[src/rtl/svt_pkg.sv]
package svt_pkg;
  // Clock and timing
  localparam int CLK_MHZ = 125;
  localparam int TICK_US = 1000;
  localparam int TICK_CYCLES = TICK_US * CLK_MHZ;
  localparam int TICK_W = 20;
  localparam int SEEK_STROBE_NS = 1000;
  localparam int SEEK_STROBE_CYC = (SEEK_STROBE_NS * CLK_MHZ + 999) / 1000;
  localparam int STRB_W = 8;

  // Panel encodings
  localparam logic [3:0] FUNC_RANDOM = 4'h3;
  localparam logic [3:0] FUNC_MANUAL = 4'h8;
  localparam logic [3:0] TAG_SEEK = 4'h8;
  localparam logic [3:0] TAG_WRITE = 4'h1;
  localparam logic [3:0] TAG_IDLE = 4'h0;
  localparam logic [8:0] CYL_HOME = 9'h000;
  localparam logic [8:0] CYL_MAX = 9'h19A;
  localparam logic [8:0] LFSR_SEED = 9'h1FF;

  // Register map, byte addresses
  localparam logic [3:0] REG_DELAY = 4'h0;
  localparam logic [3:0] REG_STATUS = 4'h4;
  localparam logic [9:0] DELAY_RST = 10'h064;
  localparam logic [9:0] DELAY_MAX = 10'h3E7;
  localparam int ST_TARGET_LSB = 0;
  localparam int ST_STATE_LSB = 9;
  localparam int ST_RUN_BIT = 12;
  localparam int ST_STOP_BIT = 13;

  typedef struct packed {
    logic [3:0] func;
    logic start;
    logic stop;
    logic [3:0] tag;
    logic [15:0] ctl;
  } svt_panel_t;

  typedef struct packed {
    logic [3:0] tag;
    logic [15:0] ctl;
    logic strobe;
  } svt_drive_t;

  typedef enum logic [2:0] {
    ST_IDLE = 3'b000,
    ST_STRB = 3'b001,
    ST_WAIT = 3'b011,
    ST_PICK = 3'b010,
    ST_PARK = 3'b110
  } svt_state_t;
endpackage

[src/rtl/svt_seek_manual.sv]
// The implementer's own choices: register access over Avalon-MM and the address map.
`timescale 1ns/1ps
// Function
// - With the function selector at the random seek position, start runs the automatic random seek exercise.
// - A random run first seeks to cylinder 0, then to cylinders drawn from the pseudo-random sequence.
// - Stop during a random run ends it with one seek to cylinder 0 and no further seeks.
// - The interval between seeks is operator-set and shown as three decimal digits of milliseconds.
// - In manual mode, start raises the strobe to the drive with the tag set on the tag switches.
// - The manual strobe stays high exactly while start is held and drops on release.
// - In manual mode the four upper switches set the four-bit tag command.
// - The write tag code is never placed on the tag bus in any function.
// - Four indicators always follow the tag bits chosen on the upper switches.
// - Sixteen lower switches set the sixteen control bits.
// - The control word is presented while start is held so the drive takes it with the strobe.
// - Every seek uses tag 1000 with the cylinder on control bits 0 to 8.
// - No random-run seek target above cylinder 410 is issued; manual tag 1000 strobes carry the switch cylinder unchecked.
module svt_seek_manual
  import svt_pkg::*;
#(
  parameter int TICK_CYC = TICK_CYCLES
)
(
  // Clock and reset
  input wire logic clock,
  input wire logic reset_n,
  // Front panel pins
  input wire svt_panel_t panel_pins,
  // Avalon-MM slave
  input wire logic [3:0] avs_address,
  input wire logic avs_read,
  input wire logic avs_write,
  input wire logic [31:0] avs_writedata,
  input wire logic [3:0] avs_byteenable,
  output logic [31:0] avs_readdata,
  output logic avs_waitrequest,
  // Drive tag and control buses
  output svt_drive_t drive,
  // Indicators
  output logic [3:0] tag_led,
  output logic [11:0] delay_readout
);

  if (TICK_CYC < 1 || TICK_CYC >= (1 << TICK_W))
  begin : g_chk
    $error("TICK_CYC out of range");
  end

  localparam logic [TICK_W-1:0] TICK_LAST = TICK_W'(TICK_CYC - 1);
  localparam logic [STRB_W-1:0] STRB_LAST = STRB_W'(SEEK_STROBE_CYC - 1);

  typedef struct packed {
    svt_panel_t s1;
    svt_panel_t s2;
    svt_panel_t s3;
    svt_panel_t panel;
    logic start_prev;
    svt_state_t st;
    logic stopping;
    logic [8:0] lfsr;
    logic [8:0] target;
    logic [STRB_W-1:0] strb_cnt;
    logic [TICK_W-1:0] tick_cnt;
    logic [9:0] delay_reg;
    logic [9:0] delay_cnt;
    svt_drive_t drive;
    logic [3:0] tag_led;
    logic [11:0] readout;
    logic wait_rq;
    logic [31:0] rdata;
  } svt_regs_t;

  localparam svt_regs_t RESET_Q = '{lfsr: LFSR_SEED, delay_reg: DELAY_RST, wait_rq: 1'b1, st: ST_IDLE, default: '0};

  // x^9 + x^5 + 1, maximal length, never reaches zero from a nonzero seed
  function automatic logic [8:0] lfsr_next(input logic [8:0] v);
    lfsr_next = {v[7:0], v[8] ^ v[4]};
  endfunction

  function automatic logic [11:0] to_bcd(input logic [9:0] v);
    logic [21:0] sh;
    sh = {12'h000, v};
    for (int i = 0; i < 10; i++)
    begin
      for (int d = 0; d < 3; d++)
      begin
        if (sh[10+4*d +: 4] > 4'h4)
          sh[10+4*d +: 4] = sh[10+4*d +: 4] + 4'h3;
      end
      sh = {sh[20:0], 1'b0};
    end
    to_bcd = sh[21:10];
  endfunction

  svt_regs_t q_ff;
  svt_regs_t nxt_q;

  logic running;
  logic start_edge;
  logic tick;
  logic bus_req;
  logic [9:0] wr_delay;

  assign running = (q_ff.st != ST_IDLE);
  assign start_edge = q_ff.panel.start && !q_ff.start_prev;
  assign tick = (q_ff.tick_cnt == TICK_LAST);
  assign bus_req = avs_read || avs_write;

  always_comb
  begin
    nxt_q = q_ff;
    wr_delay = q_ff.delay_reg;

    // Three-stage pin sync; a change is taken once stages two and three agree
    nxt_q.s1 = panel_pins;
    nxt_q.s2 = q_ff.s1;
    nxt_q.s3 = q_ff.s2;
    if (q_ff.s2 == q_ff.s3)
      nxt_q.panel = q_ff.s3;
    nxt_q.start_prev = q_ff.panel.start;

    // Millisecond tick, restarted on entering a wait so the first tick is a full period
    nxt_q.tick_cnt = tick ? '0 : q_ff.tick_cnt + 1'b1;

    unique case (q_ff.st)
      ST_IDLE:
      begin
        if (q_ff.panel.func == FUNC_RANDOM && start_edge)
        begin
          nxt_q.target = CYL_HOME;
          nxt_q.stopping = 1'b0;
          nxt_q.strb_cnt = '0;
          nxt_q.st = ST_STRB;
        end
      end
      ST_STRB:
      begin
        nxt_q.strb_cnt = q_ff.strb_cnt + 1'b1;
        if (q_ff.strb_cnt == STRB_LAST)
        begin
          if (q_ff.stopping)
            nxt_q.st = ST_IDLE;
          else
          begin
            nxt_q.delay_cnt = q_ff.delay_reg;
            nxt_q.tick_cnt = '0;
            nxt_q.st = ST_WAIT;
          end
        end
      end
      ST_WAIT:
      begin
        if (q_ff.delay_cnt == 10'h000)
          nxt_q.st = ST_PICK;
        else if (tick)
          nxt_q.delay_cnt = q_ff.delay_cnt - 1'b1;
      end
      ST_PICK:
      begin
        nxt_q.lfsr = lfsr_next(q_ff.lfsr);
        if (q_ff.lfsr <= CYL_MAX)
        begin
          nxt_q.target = q_ff.lfsr;
          nxt_q.strb_cnt = '0;
          nxt_q.st = ST_STRB;
        end
      end
      ST_PARK:
      begin
        // One idle cycle so an interrupted strobe is seen to drop before the home seek
        nxt_q.target = CYL_HOME;
        nxt_q.strb_cnt = '0;
        nxt_q.st = ST_STRB;
      end
    endcase

    // Stop, or leaving the random position, parks the heads once
    if (running && !q_ff.stopping && (q_ff.panel.stop || q_ff.panel.func != FUNC_RANDOM))
    begin
      nxt_q.stopping = 1'b1;
      nxt_q.st = ST_PARK;
    end

    // Avalon slave: waitrequest low for one cycle after a request is seen
    nxt_q.wait_rq = !(bus_req && q_ff.wait_rq);
    if (bus_req && q_ff.wait_rq)
    begin
      nxt_q.rdata = '0;
      if (avs_read)
      begin
        unique case (avs_address)
          REG_DELAY: nxt_q.rdata[9:0] = q_ff.delay_reg;
          REG_STATUS:
          begin
            nxt_q.rdata[ST_TARGET_LSB +: 9] = q_ff.target;
            nxt_q.rdata[ST_STATE_LSB +: 3] = q_ff.st;
            nxt_q.rdata[ST_RUN_BIT] = running;
            nxt_q.rdata[ST_STOP_BIT] = q_ff.stopping;
          end
          default: nxt_q.rdata = '0;
        endcase
      end
    end
    if (avs_write && !q_ff.wait_rq && avs_address == REG_DELAY)
    begin
      if (avs_byteenable[0])
        wr_delay[7:0] = avs_writedata[7:0];
      if (avs_byteenable[1])
        wr_delay[9:8] = avs_writedata[9:8];
      // Readout has three digits, so larger settings are held at 999
      nxt_q.delay_reg = (wr_delay > DELAY_MAX) ? DELAY_MAX : wr_delay;
    end

    nxt_q.readout = to_bcd(nxt_q.delay_reg);
    nxt_q.tag_led = nxt_q.panel.tag;

    // Bus outputs follow the next state so they align with it
    nxt_q.drive = '{tag: TAG_IDLE, ctl: 16'h0000, strobe: 1'b0};
    if (nxt_q.st == ST_STRB)
    begin
      nxt_q.drive.tag = TAG_SEEK;
      nxt_q.drive.ctl = {7'h00, nxt_q.target};
      nxt_q.drive.strobe = 1'b1;
    end
    else if (nxt_q.st == ST_IDLE && nxt_q.panel.func == FUNC_MANUAL)
    begin
      // Write code is swapped for an idle tag with no strobe
      if (nxt_q.panel.tag != TAG_WRITE)
      begin
        nxt_q.drive.tag = nxt_q.panel.tag;
        nxt_q.drive.strobe = nxt_q.panel.start;
      end
      nxt_q.drive.ctl = nxt_q.panel.ctl;
    end
  end

  always_ff @(posedge clock or negedge reset_n)
  begin
    if (!reset_n)
      q_ff <= RESET_Q;
    else
      q_ff <= nxt_q;
  end

  assign avs_readdata = q_ff.rdata;
  assign avs_waitrequest = q_ff.wait_rq;
  assign drive = q_ff.drive;
  assign tag_led = q_ff.tag_led;
  assign delay_readout = q_ff.readout;
endmodule

[config.mk]
export PLATFORM = sky130hd
export DESIGN_NAME = svt_seek_manual
export DESIGN_NICKNAME = d
export VERILOG_FILES = /design/src/rtl/svt_pkg.sv /design/src/rtl/svt_seek_manual.sv
export SDC_FILE = /design/constraint.sdc
export NUM_CORES = 1
export LEC_CHECK = 0
export BUFFER_PORTS_ARGS = -buffer_cell sky130_fd_sc_hd__buf_2
export CORE_ASPECT_RATIO = 1.5
export CORE_MARGIN = 4
export CORE_UTILIZATION = 58
export DETAILED_ROUTE_END_ITERATION = 16
export PLACE_DENSITY = 0.79
export SYNTH_ARGS = -nofsm -noshare
export SYNTH_HDL_FRONTEND = slang
export SYNTH_SLANG_ARGS = --single-unit
[constraint.sdc]
create_clock -name clock -period 6.2 [get_ports clock]
set_input_delay 0 -clock clock [delete_from_list [all_inputs] [get_ports clock]]
set_output_delay 0 -clock clock [all_outputs]
set_load 0.05 [all_outputs]
==> results.json, run 1 <==
{
  "syn-cell-area_mm2": 0.01078,
  "maxSlewViolCount": 0,
  "critPathArrivalTime_ps": 6200,
  "grt.total_usage_pct": 22.06,
  "initial_utilization_pct": 59.61,
  "total_power_mw": 4.949,
  "power_frac_comb_pct": 40.8,
  "reg2reg_to": "delay_readout[8]",
  "final_layout_size_suffix_gt1_share_pct": 21.45,
  "grt_start_max_net_pins": 147,
  "hold-worst-slack_ps": 23.68,
  "rsz0062_at_grt": "no",
  "ys.flop_type": "dfrtp_1",
  "yosys_warnings": 0,
  "finalWirelength_um": 23280,
  "post-dp-hpwl_um": 15740,
  "clkTransAtPathRegs_ps": 60,
  "pin_count": 140,
  "yosysTopAreaCell": "dfrtp_1",
  "status": "completed",
  "ir_drop_v": 0.0005624,
  "min_to": "avs_waitrequest",
  "worstMarginPinSlew_ps": 1342,
  "avgRoutedWirePerCell_um": 17.45,
  "r2r_slack_ps": 390,
  "htreeDepth": 1,
  "drt_iter0_markers": 536,
  "worstSetupEndpointType": "register",
  "clock_latency_ps": 520,
  "cpMostUsedCell": "nand2_1",
  "die_w_um": 119.3,
  "relSlewSlack_pct": 10.56,
  "vias": 7575,
  "fp-row-count": 60,
  "ys_ff_latch": 222,
  "floorplan.die_area_mm2": 0.02088,
  "grt_pass1_wl_um": 37780,
  "synth_seq_area_share_pct": 51.66,
  "r2r_start": "avs_waitrequest",
  "hold_path_depth": 2,
  "max_cap_violations": 0,
  "netlist_instances": 987,
  "synth-edff-count": 0,
  "async_reset_ff_share_pct": 100.0,
  "diodes": 0,
  "port_buffers": 97,
  "synthToLayoutAreaGrowth_pct": 13.24,
  "synth.most_common_cell": "dfrtp_1",
  "synth.avg_cell_area_um2": 10.93,
  "p_clk_share_pct": 27.2,
  "worstHoldStart": "avs_read",
  "synth_common_cells": "dfrtp_1 (209), nor2_1 (74), buf_4 (71)",
  "timing.fmax_ghz": 0.1722,
  "worst-path-max-fanout": 9,
  "drc": 0,
  "hp-class": "in -> reg",
  "hold_viol_final": 0,
  "p_int_mw": 3.176,
  "power.density_mw_per_mm2": 405.3,
  "crit_required_ps": 6590,
  "nets": 1158,
  "core_mm2": 0.01809,
  "grt_pass1_vias": 7694,
  "dr.pass1.iters": 5,
  "period_minus_slack_ps": 5807,
  "die_y_um": 175.0,
  "setup_viol": 0,
  "r2r_cells": 28,
  "grt_antenna_before_repair": 1,
  "root_buffer": "clkbuf_16",
  "finalClockSkew_ps": 19.09,
  "tritoncts": "done",
  "final_antenna_net_count": 0,
  "p_sw_mw": 1.773,
  "p_leak_nw": 5.847,
  "place_congestion": 0.9122,
  "switching_share_pct": 35.82,
  "ys_types": 88,
  "clock_path_buffers": 3,
  "tns_ps": 0,
  "p_seq_share_pct": 32.0,
  "grt-ovfl-total": 0,
  "cts_made_buffers": 22,
  "yosys-top-cells-area": "dfrtp_1 (48%), buf_4 (4.9%), dfstp_2 (3.2%)",
  "path_class": "reg -> reg",
  "viasPerCell": 5.678,
  "cp_slowest_stage_delay_ps": 400,
  "yosys.area.top_type_share_pct": 48.50,
  "finalCritPeriodShare_pct": 93.66,
  "cts_sinks": 222,
  "worstSetupStartpointType": "register",
  "cp_slowest_cell": "dfstp_2"
}
-- sequential cells by signal (all words and copies together) (netlist names) --
name,count
q_ff,117
tag_led,4
drive,21
nxt_q,53
avs_readdata,14
avs_waitrequest,1
delay_readout,12
-- placed cells by master, fill, tap and decap left out, types with 19 or more instances in the layout --
| cell | Yosys | final |
|---|---|---|
| clkbuf_16 | 0 | 22 |
| nand3_1 | 25 | 25 |
| mux2_2 | 25 | 25 |
| dlygate4sd3_1 | 0 | 37 |
| inv_1 | 44 | 44 |
| a21oi_1 | 31 | 31 |
| o21ai_0 | 49 | 49 |
| xor2_1 | 26 | 26 |
| nor2_1 | 74 | 74 |
| nand4_1 | 19 | 19 |
| dfrtp_1 | 209 | 209 |
| xnor2_1 | 31 | 31 |
| mux2i_1 | 32 | 31 |
| buf_2 | 6 | 96 |
| nand2_1 | 50 | 50 |
-- cells by family after synthesis --
kind of cell    Yosys count  synth area share [%]
compound gates          197                 13.33
other cells               1               0.03477
xor+xnor                 60                 5.140
flops                   222                 51.66
buf+inv                 152                 8.180
fa+ha+maj                16                 1.856
simple gates            278                 13.59
mux                      61                 6.207
-- final cells by class --
type	count	area, µm²
fill	1333	5881
inverter	44	165.2
multi-input combinational	630	4419
clock buffer	33	641.9
timing repair buffer	152	1001
tap	248	310.3
sequential	222	5572
clock inverter	5	102.6
-- critical path, delay by kind of cell (launching register included) --
family,cells,cell delay [ps]
AO/OA/AOI/OAI,6,1470
XOR/XNOR,3,520
adder cells (fa/ha/maj),3,740
flip-flops,1,400
multiplexers,2,450
AND/OR/NAND/NOR,14,2130
-- repair_timing --
action	4_1_cts	5_1_grt
buffers inserted	0	3
resized for setup	0	6
hold buffers	37	0
endpoints found under the hold margin	166	0
setup endpoints to repair	0	6
-- per-stage QoR --
stage | util [%] | instance area [µm²] | std cells | worst slack, ps
after floorplan | - | 10850 | 1004 | 296.2
after global placement | 61.07 | 11050 | 1256 | 355.9
after detailed placement | 61.07 | 11050 | 1256 | 207.7
after CTS | 67.23 | 12160 | 1331 | 221.2
after global routing | 67.50 | 12210 | 1334 | 49.39
final | 67.50 | 12210 | 1334 | 393.3
-- layer usage --
layer	vias up	GRT usage, %	share of wire [%]
li1	3576	-	-
met1	3732	24.94	38
met2	197	40.98	54
met3	68	2.494	4.0
met4	2	10.65	4.6
met5	-	0	0.056
-- how the worst max path moves through the flow --
stage,from,endpoint,slack [ps]
finish,avs_waitrequest,delay_readout[8],390
global route,avs_waitrequest,delay_readout[8],50
CTS,avs_waitrequest,delay_readout[8],220
detailed placement,avs_waitrequest,delay_readout[8],210
global placement,avs_waitrequest,delay_readout[8],360
floorplan,avs_waitrequest,delay_readout[5],300
-- power groups by stage --
stage | sequential (mW) | clock, mW | combinational, mW
after floorplan | 1.59 | 0 | 1.62
after global placement | 1.61 | 0 | 1.89
after detailed placement | 1.61 | 0 | 1.94
after CTS | 1.58 | 1.37 | 1.96
after global routing | 1.59 | 1.44 | 2.21
final | 1.58 | 1.35 | 2.02
Power figures use the tool's default switching activity.
==> inputs of run 2 (changes only) <==
BUFFER_PORTS_ARGS = not set   (was -buffer_cell sky130_fd_sc_hd__buf_2)
CORE_UTILIZATION = 64   (was 58)
DONT_BUFFER_PORTS = 1   (was not set)
==> results.json, run 2 (same netlist as run 1, synthesis figures left out) <==
{
  "rsz0062_at_grt": "no",
  "multi_input_comb_area_mm2": 0.004405,
  "cpMostUsedCell": "nand2_1",
  "max_cap_violations": 0,
  "crit_buf_inv": 0,
  "cp_num_cells": 28,
  "r2r_start": "avs_waitrequest",
  "cp_slowest_cell": "dfstp_2",
  "drt_iter0_markers": 504,
  "relSlewSlack_pct": 18.07,
  "fillers": 1136,
  "regArea_mm2": 0.005572,
  "root_buffer": "clkbuf_16",
  "die_w_um": 114.0,
  "status": "completed",
  "reg2reg_to": "delay_readout[8]",
  "pin_count": 140,
  "synthToLayoutAreaGrowth_pct": 9.282,
  "floorplan.die_area_mm2": 0.01903,
  "cts_sinks": 222,
  "place_congestion": 0.9541,
  "finalCritPeriodShare_pct": 94.99,
  "grt.total_usage_pct": 25.00,
  "top_register": "q_ff",
  "hp-class": "in -> reg",
  "path_delay_family": "simple AND/OR/NAND/NOR gates",
  "finalWirelength_um": 23580,
  "power.density_mw_per_mm2": 422.5,
  "path_class": "reg -> reg",
  "diodes": 0,
  "tritoncts": "done",
  "setup_viol": 0,
  "htreeDepth": 1,
  "viasPerCell": 6.023,
  "period_minus_slack_ps": 5889,
  "grt_antenna_before_repair": 0,
  "vias": 7270,
  "dr.pass1.iters": 4,
  "post-dp-hpwl_um": 15720,
  "postLayoutSetupSlackWorst_ps": 310.8,
  "core_mm2": 0.01640,
  "clock_latency_ps": 500,
  "grt_pass1_wl_um": 38630,
  "min_to": "q_ff[86]",
  "dpl-instance-area_mm2": 0.01052,
  "layout_commonest_cell": "dfrtp_1",
  "worstSetupStartpointType": "register",
  "total_power_mw": 4.979,
  "hold_path_depth": 2,
  "largest_reg_flops": 117,
  "nets": 1073,
  "clkTransAtPathRegs_ps": 70,
  "finalClockSkew_ps": 10.23,
  "maxSlewViolCount": 0,
  "dp_cells": 1120,
  "ir_drop_v": 0.0005786,
  "worstMarginPinSlew_ps": 1221,
  "grt-ovfl-total": 0,
  "grt_pass1_vias": 7558,
  "clock_path_buffers": 3,
  "avgRoutedWirePerCell_um": 19.54,
  "worst-path-max-fanout": 9,
  "port_buffers": 0,
  "final_cells": 1207,
  "crit_required_ps": 6570,
  "utilization_pct": 71.85,
  "drc": 0,
  "tns_ps": 0,
  "grt_start_max_net_pins": 223,
  "most-common-layout-cells": "dfrtp_1 (209), nor2_1 (74), nand2_1 (50)",
  "final_antenna_net_count": 0,
  "hold_viol_final": 0,
  "hold-worst-slack_ps": 14.80,
  "critPathArrivalTime_ps": 6260,
  "cp_slowest_stage_delay_ps": 380,
  "final_area_mm2": 0.01179,
  "final_layout_size_suffix_gt1_share_pct": 14.29,
  "r2r_cells": 28,
  "worstHoldStart": "avs_byteenable[0]",
  "place_ws_ps": 192.9,
  "initial_utilization_pct": 65.74,
  "r2r_slack_ps": 310,
  "die_y_um": 167.0,
  "fp-row-count": 57,
  "cts_made_buffers": 21,
  "worstSetupEndpointType": "register",
  "timing.fmax_ghz": 0.1698,
  "p_leak_nw": 5.478
}
-- run 2: cell types whose count changed in the layout (fill, tap and decap cells not counted), moves of 2 or more --
cell / delta
clkbuf_8: +2
buf_4: +6
buf_2: -96
dlygate4sd3_1: +6
clkbuf_1: -4
-- run 2: worst max path at each step --
stage	startpoint	endpoint	slack (ps)
2_1_floorplan	avs_waitrequest	delay_readout[5]	300
3_3_place_gp	avs_waitrequest	delay_readout[8]	360
3_5_place_dp	avs_waitrequest	delay_readout[8]	190
4_1_cts	avs_waitrequest	delay_readout[8]	180
5_1_grt	avs_waitrequest	delay_readout[8]	10
6_report	avs_waitrequest	delay_readout[8]	310
-- run 2: layout make-up --
class / instances / area share, %
flip-flops and latches: 222 / 47.28
multi-input cells: 630 / 37.38
repair buffers: 68 / 5.415
clock buffers: 30 / 5.340
well taps: 206 / 2.187
inverters: 44 / 1.401
clock inverters: 7 / 0.9980
-- run 2: routing by layer --
| metal | track usage, % | vias to the layer above | wire, µm | part of all wire [%] |
|---|---|---|---|---|
| li1 | - | 3392 | - | - |
| met1 | 31.30 | 3623 | 9444 | 40 |
| met2 | 44.70 | 209 | 12490 | 53 |
| met3 | 3.158 | 46 | 1013 | 4.3 |
| met4 | 7.752 | 0 | 638 | 2.7 |
| met5 | 0 | - | 0 | 0 |
-- run 2: report_power, final --
group / internal [mW] / leakage (nW) / switching [mW]
Clock: 0.832 / 0.370 / 0.538
Sequential: 1.53 / 2.83 / 0.171
Combinational: 0.830 / 2.28 / 1.07
-- run 2: worst register-to-register path: cells and delay by family (launching register included) --
kind | cells | cell delay [ps]
simple gates | 14 | 2120
compound gates | 6 | 1510
fa+ha+maj | 3 | 770
xor+xnor | 3 | 550
mux | 2 | 450
flops | 1 | 380
-- run 2: timing repair --
| item | 4_1_cts | 5_1_grt |
|---|---|---|
| gates resized for setup | 0 | 3 |
| endpoints found under the hold margin | 272 | 0 |
| hold buffers | 44 | 0 |
| buffers inserted | 0 | 6 |
| setup endpoints to repair | 0 | 3 |
==> inputs of run 3 (changes only) <==
ABC_AREA = 1   (was not set)
==> results.json, run 3 <==
{
  "die_w_um": 112.5,
  "grt_pass1_wl_um": 36650,
  "relSlewSlack_pct": 17.82,
  "finalClockSkew_ps": 11.82,
  "hp-class": "in -> reg",
  "grt_pass1_vias": 7597,
  "drc": 0,
  "max_cap_violations": 0,
  "initial_utilization_pct": 65.02,
  "maxSlewViolCount": 0,
  "period_minus_slack_ps": 5761,
  "synth.most_common_cell": "dfrtp_1",
  "fp-row-count": 57,
  "async_reset_ff_share_pct": 100.0,
  "place_congestion": 0.9264,
  "clock_path_buffers": 3,
  "grt_antenna_before_repair": 1,
  "path_class": "reg -> reg",
  "synth-edff-count": 0,
  "drt_iter0_markers": 639,
  "ys_ff_latch": 222,
  "worstSetupStartpointType": "register",
  "critPathArrivalTime_ps": 6180,
  "ys_types": 52,
  "floorplan.die_area_mm2": 0.01853,
  "top_register": "q_ff",
  "dr.pass1.iters": 4,
  "htreeDepth": 1,
  "final_antenna_net_count": 0,
  "clkTransAtPathRegs_ps": 60,
  "worstSetupEndpointType": "register",
  "pin_count": 140,
  "nets": 1264,
  "ys.flop_type": "dfrtp_1",
  "postLayoutSetupSlackWorst_ps": 438.7,
  "place_ws_ps": 1136,
  "power.density_mw_per_mm2": 419.2,
  "tns_ps": 0,
  "regArea_mm2": 0.005572,
  "synth_common_cells": "dfrtp_1 (209), nand2_1 (199), inv_1 (177)",
  "worst-path-max-fanout": 6,
  "grt.total_usage_pct": 24.45,
  "tritoncts": "done",
  "grt-ovfl-total": 0,
  "rsz0062_at_grt": "no",
  "cts_made_buffers": 21,
  "yosys_warnings": 0,
  "finalWirelength_um": 22350,
  "syn-cell-area_mm2": 0.01048,
  "vias": 7590,
  "worstMarginPinSlew_ps": 1233,
  "yosys-top-cells-area": "dfrtp_1 (50%), nand2_1 (7.1%), inv_1 (6.3%)",
  "largest_reg_flops": 117,
  "hold_viol_final": 0,
  "timing.fmax_ghz": 0.1736,
  "final_layout_size_suffix_gt1_share_pct": 10.90,
  "cpMostUsedCell": "nand2_1",
  "cts_sinks": 222,
  "die_y_um": 164.7,
  "cp_slowest_stage_delay_ps": 580,
  "synth_seq_area_share_pct": 53.16,
  "synth.avg_cell_area_um2": 9.082,
  "crit_required_ps": 6620,
  "fillers": 1171,
  "clock_latency_ps": 500,
  "status": "completed",
  "synthToLayoutAreaGrowth_pct": 11.01,
  "core_mm2": 0.01612,
  "setup_viol": 0,
  "most-common-layout-cells": "dfrtp_1 (209), nand2_1 (198), inv_1 (177)",
  "yosys.area.top_type_share_pct": 49.90,
  "cp_slowest_cell": "dlygate4sd3_1",
  "ir_drop_v": 0.0006433,
  "root_buffer": "clkbuf_16",
  "layout_commonest_cell": "dfrtp_1",
  "post-dp-hpwl_um": 14920,
  "dpl-instance-area_mm2": 0.01027,
  "netlist_instances": 1154,
  "finalCritPeriodShare_pct": 92.92,
  "port_buffers": 0,
  "p_leak_nw": 5.797,
  "final_area_mm2": 0.01163,
  "multi_input_comb_area_mm2": 0.003727,
  "avgRoutedWirePerCell_um": 15.96,
  "yosysTopAreaCell": "dfrtp_1",
  "viasPerCell": 5.421,
  "grt_start_max_net_pins": 223
}
-- run 3: logic make-up after synthesis --
group	count (synthesis)	synth area share (%)
XOR/XNOR	30	2.507
AND/OR/NAND/NOR	447	20.12
AO/OA/AOI/OAI	157	9.086
other	1	0.03578
multiplexers	9	0.9551
adder cells (fa/ha/maj)	16	1.910
buffers and inverters	272	12.23
flip-flops	222	53.16
-- run 3: cell type report --
class / instances / area share [%]
diodes: 1 / 0.02151
clock buffers: 30 / 5.152
clock inverters: 8 / 0.8496
inverters: 190 / 6.130
multi-input cells: 677 / 32.04
flip-flops and latches: 222 / 47.89
well taps: 206 / 2.216
repair buffers: 66 / 5.700
-- run 3: routing by layer --
layer,wire length [µm],track usage [%]
met5,0,0
met4,635,8.365
met3,1141,3.446
met2,12160,46.01
met1,8408,28.44
-- run 3: final timing paths --
kind / from / endpoint / slack (ps) / cells past startpoint
setup / recovery: q_ff[88] / delay_readout[6] / 440 / 38
hold / removal: avs_byteenable[0] / q_ff[84] / 40 / 4
setup reg to reg: q_ff[88] / delay_readout[6] / 440 / 38
hold reg to reg: nxt_q[197] / nxt_q[171] / 350 / 0
max in group asynchronous: reset_n / q_ff[94] / 5010 / 2
min in group asynchronous: reset_n / drive[12] / 140 / 2
-- run 3: report_power, final --
group | switching (mW) | total [mW] | internal [mW]
combinational | 1.25 | 1.85 | 0.602
clock | 0.524 | 1.28 | 0.759
sequential | 0.190 | 1.74 | 1.55
total | 1.96 | 4.88 | 2.92
-- run 3: what timing repair did --
action                                  4_1_cts  5_1_grt
buffers inserted                              0        2
hold endpoints to repair                    260        0
endpoints found under the setup margin        0       11
gates resized for setup                       0        7
hold buffers                                 60        0
-- run 3: worst max-delay path, delay by kind of cell (launching register included) --
kind	cells	cell delay (ps)
AO/OA/AOI/OAI	2	220
AND/OR/NAND/NOR	24	2540
flip-flops	1	410
adder cells (fa/ha/maj)	3	670
XOR/XNOR	1	220
buffers and inverters	8	1580
-- run 3: per-stage QoR --
step	total power, mW	std cells	hold WS (ps)	utilization, %
global route	5.242	1400	39.33	72.18
CTS	4.874	1397	3.782	71.88
floorplan	3.267	1171	-295.6	-
detailed placement	3.519	1299	-290.3	63.71
global placement	3.455	1299	-290.1	63.71
finish	4.877	1400	37.30	72.18
